File: src/inc/gpr_regs.svh
// Register offsets, field positions, reset values and timing counts
`ifndef GPR_REGS_SVH
`define GPR_REGS_SVH

`define GPR_ADDR_W 7
`define GPR_OFS_SENSOR_PATH_RESET 7'h68
`define GPR_OFS_IF_FIFO_CTRL 7'h6A
`define GPR_OFS_POWER_CLOCK 7'h6B
`define GPR_OFS_AXIS_STANDBY 7'h6C
`define GPR_OFS_FIFO_LEVEL_UPPER 7'h72
`define GPR_OFS_FIFO_LEVEL_LOWER 7'h73
`define GPR_OFS_FIFO_BYTE_PORT 7'h74

`define GPR_SPR_TEMP_RST 0
`define GPR_UFC_FIFO_EN 6
`define GPR_UFC_TWO_WIRE_DIS 4
`define GPR_UFC_FIFO_RST 2
`define GPR_UFC_FULL_CLEAR 0
`define GPR_PCC_DEV_RST 7
`define GPR_PCC_SLEEP 6
`define GPR_PCC_GYRO_STBY 4
`define GPR_PCC_THERM_OFF 3
`define GPR_PCC_CLK_HI 2
`define GPR_AXS_X_OFF 2
`define GPR_AXS_Y_OFF 1
`define GPR_AXS_Z_OFF 0

`define GPR_UFC_RESET 8'h00
`define GPR_PCC_RESET 8'h40
`define GPR_AXS_RESET 8'h00
`define GPR_FIFO_EMPTY_BYTE 8'hFF
`define GPR_UNMAPPED_BYTE 8'h00

`define GPR_CLK_MHZ 100
`define GPR_OSC_PERIOD_NS 50
`define GPR_FIFO_RST_CYC ((`GPR_OSC_PERIOD_NS * `GPR_CLK_MHZ + 999) / 1000)
`define GPR_DEV_RST_CYC 4
`define GPR_RST_CNT_W 4

`endif

File: src/inc/gpr_pkg.sv
// Types shared by the control register block
package gpr_pkg;

  typedef enum logic [1:0] {
    CLK_OSC,
    CLK_PLL,
    CLK_STOP
  } gpr_clk_src_t;

  typedef enum logic {
    RST_IDLE,
    RST_BUSY
  } gpr_rst_state_t;

  typedef struct packed {
    logic wr;
    logic rd;
    logic via_two_wire;
    logic [6:0] addr;
    logic [7:0] wdata;
  } gpr_reg_req_t;

  typedef struct packed {
    logic sleep;
    logic gyro_drive_on;
    logic sense_path_on;
    logic thermal_sensor_off;
    logic x_axis_off;
    logic y_axis_off;
    logic z_axis_off;
    logic clk_use_pll;
    logic clk_stopped;
    logic timing_gen_reset;
    logic two_wire_port_disable;
  } gpr_power_t;

endpackage : gpr_pkg

File: src/design/gpr_ctrl_top.sv
// Power, reset, clock-select and FIFO control register block
//
// Notes on behaviour
// - Temperature reset bit pulses temperature path only.
// - FIFO enable bit gates host FIFO access.
// - Two-wire disable ignores two-wire host accesses.
// - FIFO reset clears FIFO, self-clears after one.
// - Full clear resets both paths, clears outputs.
// - Device reset restores defaults, reads zero after.
// - Sleep bit, default one, selects sleep.
// - Gyro standby keeps drive, stops sense paths.
// - Thermal off bit disables temperature sensor.
// - Clock field selects oscillator, PLL or stop.
// - Axis standby bits turn X, Y, Z off.
// - Byte count split over upper, lower registers.
// - Upper count read captures both count bytes.
// - Data port read pops, write pushes.
// - Empty FIFO reads as all ones.
// - Overflow drops oldest unless stop-on-full.
// - Overflow raises the overrun flag.
`timescale 1ns/1ps
`include "gpr_regs.svh"
module gpr_ctrl_top #(
  parameter int FIFO_DEPTH = 512,
  parameter int CNT_W = 13
) (
  input wire logic core_clk,
  input wire logic arst_n,
  input wire gpr_pkg::gpr_reg_req_t reg_req,
  output logic [7:0] rd_data,
  output logic rd_valid,
  input wire logic sample_valid,
  output logic sample_ready,
  input wire logic [7:0] sample_data,
  input wire logic stop_on_full,
  input wire logic pll_ready,
  output gpr_pkg::gpr_power_t power,
  output logic temp_path_reset,
  output logic gyro_path_reset,
  output logic sensor_regs_clear,
  output logic fifo_overrun_flag
);
  import gpr_pkg::*;

  localparam int CW = $clog2(FIFO_DEPTH) + 1;
  localparam int RW = `GPR_RST_CNT_W;

  generate
    if (CNT_W < CW || CNT_W < 9 || CNT_W > 16) begin : g_chk
      $error("gpr_ctrl_top: CNT_W must hold FIFO_DEPTH, 9 to 16 bits");
    end
  endgenerate

  logic [7:0] ufc_q;
  logic [7:0] pcc_q;
  logic [7:0] axs_q;
  logic [RW-1:0] fifo_rst_cnt_q;
  logic [RW-1:0] dev_rst_cnt_q;
  gpr_rst_state_t rst_state_q;
  logic [CNT_W-1:0] cnt_snap_q;
  logic [7:0] rd_data_q;
  logic rd_valid_q;
  gpr_power_t power_q;
  logic temp_rst_q;
  logic gyro_rst_q;
  logic out_clear_q;
  logic overrun_q;

  logic acc_ok;
  logic wr_hit;
  logic rd_hit;
  logic dev_busy;
  logic fifo_en;
  logic fifo_clear;
  logic host_pop;
  logic host_push;
  logic host_push_eff;
  logic buf_valid;
  logic buf_ready;
  logic [7:0] buf_data;
  logic buf_take;
  logic drop_oldest;
  logic fifo_push;
  logic fifo_pop;
  logic [7:0] fifo_push_data;
  logic [7:0] fifo_head;
  logic [CW-1:0] fifo_level;
  logic fifo_full;
  logic fifo_empty;
  logic [CNT_W-1:0] live_cnt;
  gpr_clk_src_t clk_src;

  // Decode the 3-bit clock field into a source choice
  function automatic gpr_clk_src_t clk_decode(input logic [2:0] code,
                                              input logic pll_ok);
    gpr_clk_src_t src;
    src = CLK_OSC;
    if (code == 3'h7) begin
      src = CLK_STOP;
    end else if (code != 3'h0 && code != 3'h6 && pll_ok) begin
      src = CLK_PLL;
    end
    return src;
  endfunction : clk_decode

  // Accesses arriving over two-wire are dropped while it is disabled
  assign acc_ok = !(reg_req.via_two_wire &&
                    ufc_q[`GPR_UFC_TWO_WIRE_DIS]);
  assign dev_busy = (rst_state_q == RST_BUSY);
  assign wr_hit = reg_req.wr && acc_ok && !dev_busy;
  assign rd_hit = reg_req.rd && !reg_req.wr && acc_ok;
  assign fifo_en = ufc_q[`GPR_UFC_FIFO_EN];
  assign fifo_clear = (fifo_rst_cnt_q != '0) || dev_busy;

  assign host_pop = rd_hit && fifo_en && !fifo_empty && !fifo_clear &&
                    (reg_req.addr == `GPR_OFS_FIFO_BYTE_PORT);
  assign host_push = wr_hit && fifo_en && !fifo_clear &&
                     (reg_req.addr == `GPR_OFS_FIFO_BYTE_PORT);
  // Under stop-on-full a host byte into a full FIFO is lost
  assign host_push_eff = host_push && !(fifo_full && stop_on_full);

  // Host writes own the single write port; the buffer waits a cycle
  assign buf_ready = !host_push && !fifo_clear &&
                     (!fifo_full || !stop_on_full);
  assign buf_take = buf_valid && buf_ready;
  assign fifo_push = host_push_eff || buf_take;
  assign fifo_push_data = host_push ? reg_req.wdata : buf_data;
  assign drop_oldest = fifo_push && fifo_full && !host_pop;
  assign fifo_pop = host_pop || drop_oldest;
  assign live_cnt = CNT_W'(fifo_level);

  gpr_skid_buf #(
    .WIDTH(8)
  ) u_sample_buf (
    .core_clk(core_clk),
    .arst_n(arst_n),
    .in_valid(sample_valid),
    .in_ready(sample_ready),
    .in_data(sample_data),
    .out_valid(buf_valid),
    .out_ready(buf_ready),
    .out_data(buf_data)
  );

  gpr_fifo_mem #(
    .DEPTH(FIFO_DEPTH),
    .WIDTH(8)
  ) u_fifo (
    .core_clk(core_clk),
    .arst_n(arst_n),
    .clear(fifo_clear),
    .push(fifo_push),
    .push_data(fifo_push_data),
    .pop(fifo_pop),
    .pop_data(fifo_head),
    .level(fifo_level),
    .full(fifo_full),
    .empty(fifo_empty)
  );

  // Device reset sequencer: holds registers at defaults while busy
  always_ff @(posedge core_clk or negedge arst_n) begin
    if (!arst_n) begin
      rst_state_q <= RST_IDLE;
      dev_rst_cnt_q <= '0;
    end else begin
      case (rst_state_q)
        RST_IDLE: begin
          if (wr_hit && reg_req.addr == `GPR_OFS_POWER_CLOCK &&
              reg_req.wdata[`GPR_PCC_DEV_RST]) begin
            rst_state_q <= RST_BUSY;
            dev_rst_cnt_q <= RW'(`GPR_DEV_RST_CYC);
          end
        end
        RST_BUSY: begin
          dev_rst_cnt_q <= dev_rst_cnt_q - RW'(1);
          if (dev_rst_cnt_q == RW'(1)) begin
            rst_state_q <= RST_IDLE;
          end
        end
        default: begin
          rst_state_q <= RST_IDLE;
        end
      endcase
    end
  end

  // Control registers; reserved bits are never stored
  always_ff @(posedge core_clk or negedge arst_n) begin
    if (!arst_n) begin
      ufc_q <= `GPR_UFC_RESET;
      pcc_q <= `GPR_PCC_RESET;
      axs_q <= `GPR_AXS_RESET;
    end else if (dev_busy) begin
      ufc_q <= `GPR_UFC_RESET;
      pcc_q <= `GPR_PCC_RESET;
      axs_q <= `GPR_AXS_RESET;
    end else if (wr_hit) begin
      if (reg_req.addr == `GPR_OFS_IF_FIFO_CTRL) begin
        ufc_q[`GPR_UFC_FIFO_EN] <= reg_req.wdata[`GPR_UFC_FIFO_EN];
        ufc_q[`GPR_UFC_TWO_WIRE_DIS] <=
          reg_req.wdata[`GPR_UFC_TWO_WIRE_DIS];
      end else if (reg_req.addr == `GPR_OFS_POWER_CLOCK) begin
        pcc_q[`GPR_PCC_SLEEP] <= reg_req.wdata[`GPR_PCC_SLEEP];
        pcc_q[`GPR_PCC_GYRO_STBY] <= reg_req.wdata[`GPR_PCC_GYRO_STBY];
        pcc_q[`GPR_PCC_THERM_OFF] <= reg_req.wdata[`GPR_PCC_THERM_OFF];
        pcc_q[`GPR_PCC_CLK_HI:0] <= reg_req.wdata[`GPR_PCC_CLK_HI:0];
      end else if (reg_req.addr == `GPR_OFS_AXIS_STANDBY) begin
        axs_q[`GPR_AXS_X_OFF:0] <= reg_req.wdata[`GPR_AXS_X_OFF:0];
      end
    end
  end

  // FIFO reset bit stays set for one internal oscillator period
  always_ff @(posedge core_clk or negedge arst_n) begin
    if (!arst_n) begin
      fifo_rst_cnt_q <= '0;
    end else if (wr_hit && reg_req.addr == `GPR_OFS_IF_FIFO_CTRL &&
                 reg_req.wdata[`GPR_UFC_FIFO_RST]) begin
      fifo_rst_cnt_q <= RW'(`GPR_FIFO_RST_CYC);
    end else if (fifo_rst_cnt_q != '0) begin
      fifo_rst_cnt_q <= fifo_rst_cnt_q - RW'(1);
    end
  end

  // Signal-path reset pulses
  always_ff @(posedge core_clk or negedge arst_n) begin
    if (!arst_n) begin
      temp_rst_q <= 1'b0;
      gyro_rst_q <= 1'b0;
      out_clear_q <= 1'b0;
    end else begin
      temp_rst_q <= wr_hit &&
        ((reg_req.addr == `GPR_OFS_SENSOR_PATH_RESET &&
          reg_req.wdata[`GPR_SPR_TEMP_RST]) ||
         (reg_req.addr == `GPR_OFS_IF_FIFO_CTRL &&
          reg_req.wdata[`GPR_UFC_FULL_CLEAR]));
      gyro_rst_q <= wr_hit && reg_req.addr == `GPR_OFS_IF_FIFO_CTRL &&
        reg_req.wdata[`GPR_UFC_FULL_CLEAR];
      out_clear_q <= wr_hit && reg_req.addr == `GPR_OFS_IF_FIFO_CTRL &&
        reg_req.wdata[`GPR_UFC_FULL_CLEAR];
    end
  end

  // Overrun: oldest byte dropped, host byte refused or sample stalled by a full FIFO, except while clearing
  always_ff @(posedge core_clk or negedge arst_n) begin
    if (!arst_n) begin
      overrun_q <= 1'b0;
    end else begin
      overrun_q <= !fifo_clear && (drop_oldest ||
        (host_push && !host_push_eff) ||
        (sample_valid && !sample_ready && fifo_full));
    end
  end

  // Count snapshot taken when the upper count byte is read
  always_ff @(posedge core_clk or negedge arst_n) begin
    if (!arst_n) begin
      cnt_snap_q <= '0;
    end else if (dev_busy) begin
      cnt_snap_q <= '0;
    end else if (rd_hit && reg_req.addr == `GPR_OFS_FIFO_LEVEL_UPPER) begin
      cnt_snap_q <= live_cnt;
    end
  end

  // Read path, answered one cycle after the request
  always_ff @(posedge core_clk or negedge arst_n) begin
    if (!arst_n) begin
      rd_data_q <= 8'h00;
      rd_valid_q <= 1'b0;
    end else begin
      rd_valid_q <= rd_hit;
      if (rd_hit) begin
        if (reg_req.addr == `GPR_OFS_SENSOR_PATH_RESET) begin
          rd_data_q <= 8'h00;
        end else if (reg_req.addr == `GPR_OFS_IF_FIFO_CTRL) begin
          rd_data_q <= {1'b0, ufc_q[`GPR_UFC_FIFO_EN], 1'b0,
                        ufc_q[`GPR_UFC_TWO_WIRE_DIS], 1'b0,
                        fifo_rst_cnt_q != '0, 2'b00};
        end else if (reg_req.addr == `GPR_OFS_POWER_CLOCK) begin
          rd_data_q <= {dev_busy, pcc_q[6], 1'b0, pcc_q[4:0]};
        end else if (reg_req.addr == `GPR_OFS_AXIS_STANDBY) begin
          rd_data_q <= {5'b00000, axs_q[2:0]};
        end else if (reg_req.addr == `GPR_OFS_FIFO_LEVEL_UPPER) begin
          rd_data_q <= 8'({live_cnt[CNT_W-1:8]});
        end else if (reg_req.addr == `GPR_OFS_FIFO_LEVEL_LOWER) begin
          rd_data_q <= cnt_snap_q[7:0];
        end else if (reg_req.addr == `GPR_OFS_FIFO_BYTE_PORT) begin
          rd_data_q <= host_pop ? fifo_head : `GPR_FIFO_EMPTY_BYTE;
        end else begin
          rd_data_q <= `GPR_UNMAPPED_BYTE;
        end
      end
    end
  end

  assign clk_src = clk_decode(pcc_q[`GPR_PCC_CLK_HI:0], pll_ready);

  // Power and clock controls to the analogue and timing blocks
  always_ff @(posedge core_clk or negedge arst_n) begin
    if (!arst_n) begin
      power_q <= '0;
      power_q.sleep <= 1'b1;
    end else begin
      power_q.sleep <= pcc_q[`GPR_PCC_SLEEP];
      power_q.gyro_drive_on <= !pcc_q[`GPR_PCC_SLEEP];
      power_q.sense_path_on <= !pcc_q[`GPR_PCC_SLEEP] &&
                               !pcc_q[`GPR_PCC_GYRO_STBY];
      power_q.thermal_sensor_off <= pcc_q[`GPR_PCC_THERM_OFF];
      power_q.x_axis_off <= axs_q[`GPR_AXS_X_OFF];
      power_q.y_axis_off <= axs_q[`GPR_AXS_Y_OFF];
      power_q.z_axis_off <= axs_q[`GPR_AXS_Z_OFF];
      power_q.clk_use_pll <= (clk_src == CLK_PLL);
      power_q.clk_stopped <= (clk_src == CLK_STOP);
      power_q.timing_gen_reset <= (clk_src == CLK_STOP);
      power_q.two_wire_port_disable <= ufc_q[`GPR_UFC_TWO_WIRE_DIS];
    end
  end

  assign rd_data = rd_data_q;
  assign rd_valid = rd_valid_q;
  assign power = power_q;
  assign temp_path_reset = temp_rst_q;
  assign gyro_path_reset = gyro_rst_q;
  assign sensor_regs_clear = out_clear_q;
  assign fifo_overrun_flag = overrun_q;

endmodule : gpr_ctrl_top

File: src/design/gpr_skid_buf.sv
// Two-entry buffer with valid and ready on both sides
`timescale 1ns/1ps
module gpr_skid_buf #(
  parameter int WIDTH = 8
) (
  input wire logic core_clk,
  input wire logic arst_n,
  input wire logic in_valid,
  output logic in_ready,
  input wire logic [WIDTH-1:0] in_data,
  output logic out_valid,
  input wire logic out_ready,
  output logic [WIDTH-1:0] out_data
);
  import gpr_pkg::*;

  logic [WIDTH-1:0] slot_q [2];
  logic wptr_q;
  logic rptr_q;
  logic [1:0] cnt_q;
  logic take;
  logic give;

  generate
    if (WIDTH < 1) begin : g_chk
      $error("gpr_skid_buf: WIDTH must be at least 1");
    end
  endgenerate

  assign in_ready = (cnt_q != 2'd2);
  assign out_valid = (cnt_q != 2'd0);
  assign out_data = slot_q[rptr_q];
  assign take = in_valid && in_ready;
  assign give = out_valid && out_ready;

  always_ff @(posedge core_clk) begin
    if (take) begin
      slot_q[wptr_q] <= in_data;
    end
  end

  always_ff @(posedge core_clk or negedge arst_n) begin
    if (!arst_n) begin
      wptr_q <= 1'b0;
      rptr_q <= 1'b0;
      cnt_q <= 2'd0;
    end else begin
      if (take) begin
        wptr_q <= ~wptr_q;
      end
      if (give) begin
        rptr_q <= ~rptr_q;
      end
      if (take && !give) begin
        cnt_q <= cnt_q + 2'd1;
      end else if (give && !take) begin
        cnt_q <= cnt_q - 2'd1;
      end
    end
  end

endmodule : gpr_skid_buf

File: src/design/gpr_fifo_mem.sv
// Byte FIFO storage with pointers, level, clear and simultaneous push/pop
`timescale 1ns/1ps
module gpr_fifo_mem #(
  parameter int DEPTH = 512,
  parameter int WIDTH = 8,
  parameter int CW = $clog2(DEPTH) + 1
) (
  input wire logic core_clk,
  input wire logic arst_n,
  input wire logic clear,
  input wire logic push,
  input wire logic [WIDTH-1:0] push_data,
  input wire logic pop,
  output logic [WIDTH-1:0] pop_data,
  output logic [CW-1:0] level,
  output logic full,
  output logic empty
);
  import gpr_pkg::*;

  localparam int AW = $clog2(DEPTH);

  logic [WIDTH-1:0] mem [DEPTH];
  logic [AW-1:0] wptr_q;
  logic [AW-1:0] rptr_q;
  logic [CW-1:0] level_q;
  logic do_push;
  logic do_pop;

  generate
    if (DEPTH < 2 || (DEPTH & (DEPTH - 1)) != 0) begin : g_chk
      $error("gpr_fifo_mem: DEPTH must be a power of two, 2 or more");
    end
  endgenerate

  assign full = (level_q == CW'(DEPTH));
  assign empty = (level_q == '0);
  assign level = level_q;
  assign pop_data = mem[rptr_q];
  // A push into a full FIFO is only legal together with a pop
  assign do_push = push && (!full || pop);
  assign do_pop = pop && !empty;

  always_ff @(posedge core_clk) begin
    if (do_push && !clear) begin
      mem[wptr_q] <= push_data;
    end
  end

  always_ff @(posedge core_clk or negedge arst_n) begin
    if (!arst_n) begin
      wptr_q <= '0;
      rptr_q <= '0;
      level_q <= '0;
    end else if (clear) begin
      wptr_q <= '0;
      rptr_q <= '0;
      level_q <= '0;
    end else begin
      if (do_push) begin
        wptr_q <= wptr_q + AW'(1);
      end
      if (do_pop) begin
        rptr_q <= rptr_q + AW'(1);
      end
      if (do_push && !do_pop) begin
        level_q <= level_q + CW'(1);
      end else if (do_pop && !do_push) begin
        level_q <= level_q - CW'(1);
      end
    end
  end

endmodule : gpr_fifo_mem

File: config.mk
export PLATFORM = sky130hd
export DESIGN_NAME = gpr_ctrl_top
export DESIGN_NICKNAME = d
export VERILOG_FILES = /design/src/inc/gpr_pkg.sv /design/src/design/gpr_ctrl_top.sv /design/src/design/gpr_skid_buf.sv /design/src/design/gpr_fifo_mem.sv
export VERILOG_INCLUDE_DIRS = /design/src /design/src/inc
export SDC_FILE = /design/constraint.sdc
export NUM_CORES = 2
export LEC_CHECK = 0
export BUFFER_PORTS_ARGS = -buffer_cell sky130_fd_sc_hd__buf_2
export CELL_PAD_IN_SITES_DETAIL_PLACEMENT = 1
export CELL_PAD_IN_SITES_GLOBAL_PLACEMENT = 2
export CORE_ASPECT_RATIO = 2
export CORE_MARGIN = 2
export CORE_UTILIZATION = 46
export CTS_CLUSTER_DIAMETER = 50
export CTS_CLUSTER_SIZE = 8
export DETAILED_ROUTE_END_ITERATION = 7
export PLACE_DENSITY = 0.85
export SLEW_MARGIN = 20
export SYNTH_ARGS = -nofsm -noshare
export SYNTH_HDL_FRONTEND = slang
export SYNTH_MEMORY_MAX_BITS = 65536
export SYNTH_SLANG_ARGS = --single-unit
export TNS_END_PERCENT = 1
File: constraint.sdc
create_clock -name core_clk -period 16.6 [get_ports core_clk]
set_clock_uncertainty 0.15 [all_clocks]
set_input_delay 0.83 -clock core_clk [delete_from_list [all_inputs] [get_ports core_clk]]
set_output_delay 0.83 -clock core_clk [all_outputs]
set_load 0.05 [all_outputs]
==> impl_metrics.csv <==
group,metric,value,unit
layout,seqCellArea,126000,sq um
cts,path_clk_slew,0.05,ns
layout,layout-drive-gt1-share,0.255,
logic_synthesis,synth_cells,7576,
timing,fin_crit_sh,0.467,
die,dieHeight,846,um
placed_design,placed_area,169000,sq um
timing,relSlewSlack,0.0621,
layout,nFillCells,30600,
die,die_w,425,um
global_route,grt_pass1_wl,719000,um
logic_synthesis,synth_top_area_share,0.757,
global_route,grt_max_degree,238,
die,io_pins,56,
timing,rsz0062_at_grt,"false",
cts,clock-sinks,4194,
setup_path,path_max_fanout,103,
cts,cts_buffers,599,
logic_synthesis,synth_top_area_cell,"edfxtp_1",
drt,wl,516000,um
logic_synthesis,netlist_top_cells_area,"edfxtp_1 (76%), mux4_2 (15%), nor2_1 (1.4%), dfrtp_1 (1.2%), mux2i_1 (1.0%)",
logic_synthesis,avgSynthCellArea,21.5,sq um
placed_design,numPlacedInstances,12000,
global_route,antenna_found_initial,24,
layout,fin_cells,12800,
hold_path,hp-class,"in -> reg",
die,rows,309,
drt,vias,85700,
power,power,26.0,mW
logic_synthesis,ys_async_sr_fraction,0.0196,
cts,clockBufferDepth,4,
layout,multi_input_area,35000,sq um
global_route,track_usage,0.286,
timing,max_freq,129,MHz
power,vdd_drop_max,0.149,mV
timing,maxSlewViolCount,0,
global_route,grt_pass1_vias,91200,
die,initial_core_util,0.461,
timing,worst_slew_pin_slew,1.41,ns
cts,cts-root-buf,"clkbuf_16",
placed_design,hpwl,313000,um
cts,cts_tree,"built",
layout,syn2layout_area_growth,13.4,%
outcome,violations,"design-rule violations",
drt,via_per_inst,6.71,
logic_synthesis,yosys_warnings,0,
setup_path,cp_data_arrival_time,8.37,ns
outcome,outcome,"complete, but fails checks",
power,leakage,56.1,nW
logic_synthesis,ys_seq_area_frac,0.770,
logic_synthesis,synth_cell_type_count,80,
die,die_area,359000,sq um
setup_path,cp.required,17.21,ns
die,fp.coreArea,353000,sq um
drt,drc_errors,2,
placed_design,portBuffers,55,
layout,fin_util,0.523,
cts,h-tree-depth,6,
placed_design,place.gp.congestion,0.913,
logic_synthesis,synth_edf_count,4112,
cts,cts_resized,0,
layout,fin_nets,8030,
placed_design,dp_slack,9.26,ns
cts,post-cts-setup-buffer-count,0,
setup_path,crit_type,"reg -> reg",
run,maxCapViolations,0,
global_route,overflow,0,
drt,drtPass1Iterations,8,
timing,period_needed,7.75,ns
timing,setup_viol,0,
drt,wl_per_cell,40.4,um
setup_path,crit_path_start_kind,"flip-flop",
logic_synthesis,synthFlopType,"edfxtp_1",
logic_synthesis,synthesis.nets,7626,
drt,drt.antenna.violating_nets,0,
timing,layout_setup_ws,8.85,ns
timing,finalHoldViolCount,0,
power,p_per_area,141,nW/um^2
logic_synthesis,synth_seq_cells,4194,
drt,first_iter_violations,11800,
cts,insertion_delay,0.97,ns
logic_synthesis,synth_area,163000,sq um
layout,final_cell_area,185000,sq um
setup_path,end_kind,"flip-flop",
through the flow:
stage / hold slack (ns) / TNS [ns]
after floorplan: 0.211 / -7934.70
after global placement: 0.218 / 0
after detailed placement: 0.219 / 0
after CTS: 0.0283 / 0
after global routing: 0.0749 / 0
final: 0.0907 / 0
where the power goes:
group	internal (mW)	leakage, nW	switching (mW)	total [mW]
sequential	13.0	38.0	0.0535	13.0
combinational	0.281	10.3	1.76	2.04
clock	6.55	7.84	4.41	11.0
total	19.8	56.1	6.22	26.0
layer usage:
metal  vias up  GRT usage  part of all wire
met1     45100      0.302              0.30
li1      32300          -                 -
met4        22      0.254              0.11
met2      6385      0.486              0.51
met5         -          0           0.00030
met3      1953     0.0544             0.086
worst max-delay path, stage by stage (launching register included):
cell	delay (ns)
dfrtp_4	1.00
buf_4	0.53
buf_12	0.66
buf_12	0.54
buf_4	0.81
mux4_2	0.61
a22o_1	0.27
a221oi_1	0.54
o22ai_1	0.32
nor3_1	0.98
o22a_1	0.30
a31oi_1	0.12
o31ai_1	0.15
a31oi_1	0.16
repair_timing:
item / in CTS / in global routing
endpoints found under the setup margin: 0 / 0
hold buffers: 10 / 0
hold endpoints to repair: 49 / 0
Yosys cell counts (all sizes together) (17+ instances only):
| master | n |
|---|---|
| edfxtp | 4112 |
| mux4 | 1062 |
| nor2 | 597 |
| buf | 249 |
| clkbuf | 222 |
| nand2 | 178 |
| mux2i | 168 |
| a22oi | 151 |
| a21oi | 126 |
| dfrtp | 80 |
| a221oi | 68 |
| o21ai | 61 |
| nand3 | 56 |
| o22ai | 54 |
| a22o | 53 |
| nor3 | 39 |
| inv | 20 |
| ha | 18 |
| o221ai | 17 |
layout by cell type, fill, tap and decap left out, drive strengths merged, types with 68 or more instances in the layout:
cell type  netlist  final
buf            249    264
clkbuf         222    672
nor2           597    597
a22oi          151    151
a221oi          68     68
nand2          178    178
edfxtp        4112   4112
a21oi          126    126
mux2i          168    168
dfrtp           80     80
mux4          1062   1062
state kept, by name (all words and copies together), names as in the netlist:
name and cells:
u_fifo.level 10, ufc_q 2, cnt_snap_q 8, sensor_regs_clear 1, u_fifo.wptr_q 9, axs_q 3
rd_data 8, u_sample_buf.cnt_q 2, u_sample_buf.slot_q 16, power 10, dev_busy 1, fifo_rst_cnt_q 4
u_sample_buf.rptr_q 1, pcc_q 6, fifo_overrun_flag 1, u_fifo.mem 4096, rd_valid 1, dev_rst_cnt_q 4
u_fifo.rptr_q 9, temp_path_reset 1, u_sample_buf.wptr_q 1
logic make-up after synthesis:
kind of cell,share of synthesized area
compound gates,0.0273
xor+xnor,0.00134
fa+ha+maj,0.00150
buf+inv,0.0173
flops,0.770
mux,0.157
simple gates,0.0251
area by class of cell:
class                           count  area share
Timing Repair Buffer              274      0.0128
Inverter                           22    0.000487
Tap cell                         4665      0.0316
Antenna cell                       23    0.000311
Multi-Input combinational cell   2889       0.189
Clock buffer                      672      0.0844
Sequential cell                  4194       0.679
Clock inverter                     34     0.00225
final timing paths:
check                              to  cells after the start  slack, ns        startpoint
setup reg to reg           rd_data[7]                     13       8.85  u_fifo.rptr_q[0]
min in group asynchronous  rd_data[2]                      2       0.33            arst_n
max in group asynchronous    pcc_q[1]                      3      14.77            arst_n
setup / recovery           rd_data[7]                     13       8.85  u_fifo.rptr_q[0]
hold / removal               pcc_q[6]                      3       0.09        reg_req[6]
hold reg to reg             power[10]                      0       0.23          pcc_q[6]
No activity file was read; power rests on OpenSTA's default activity.
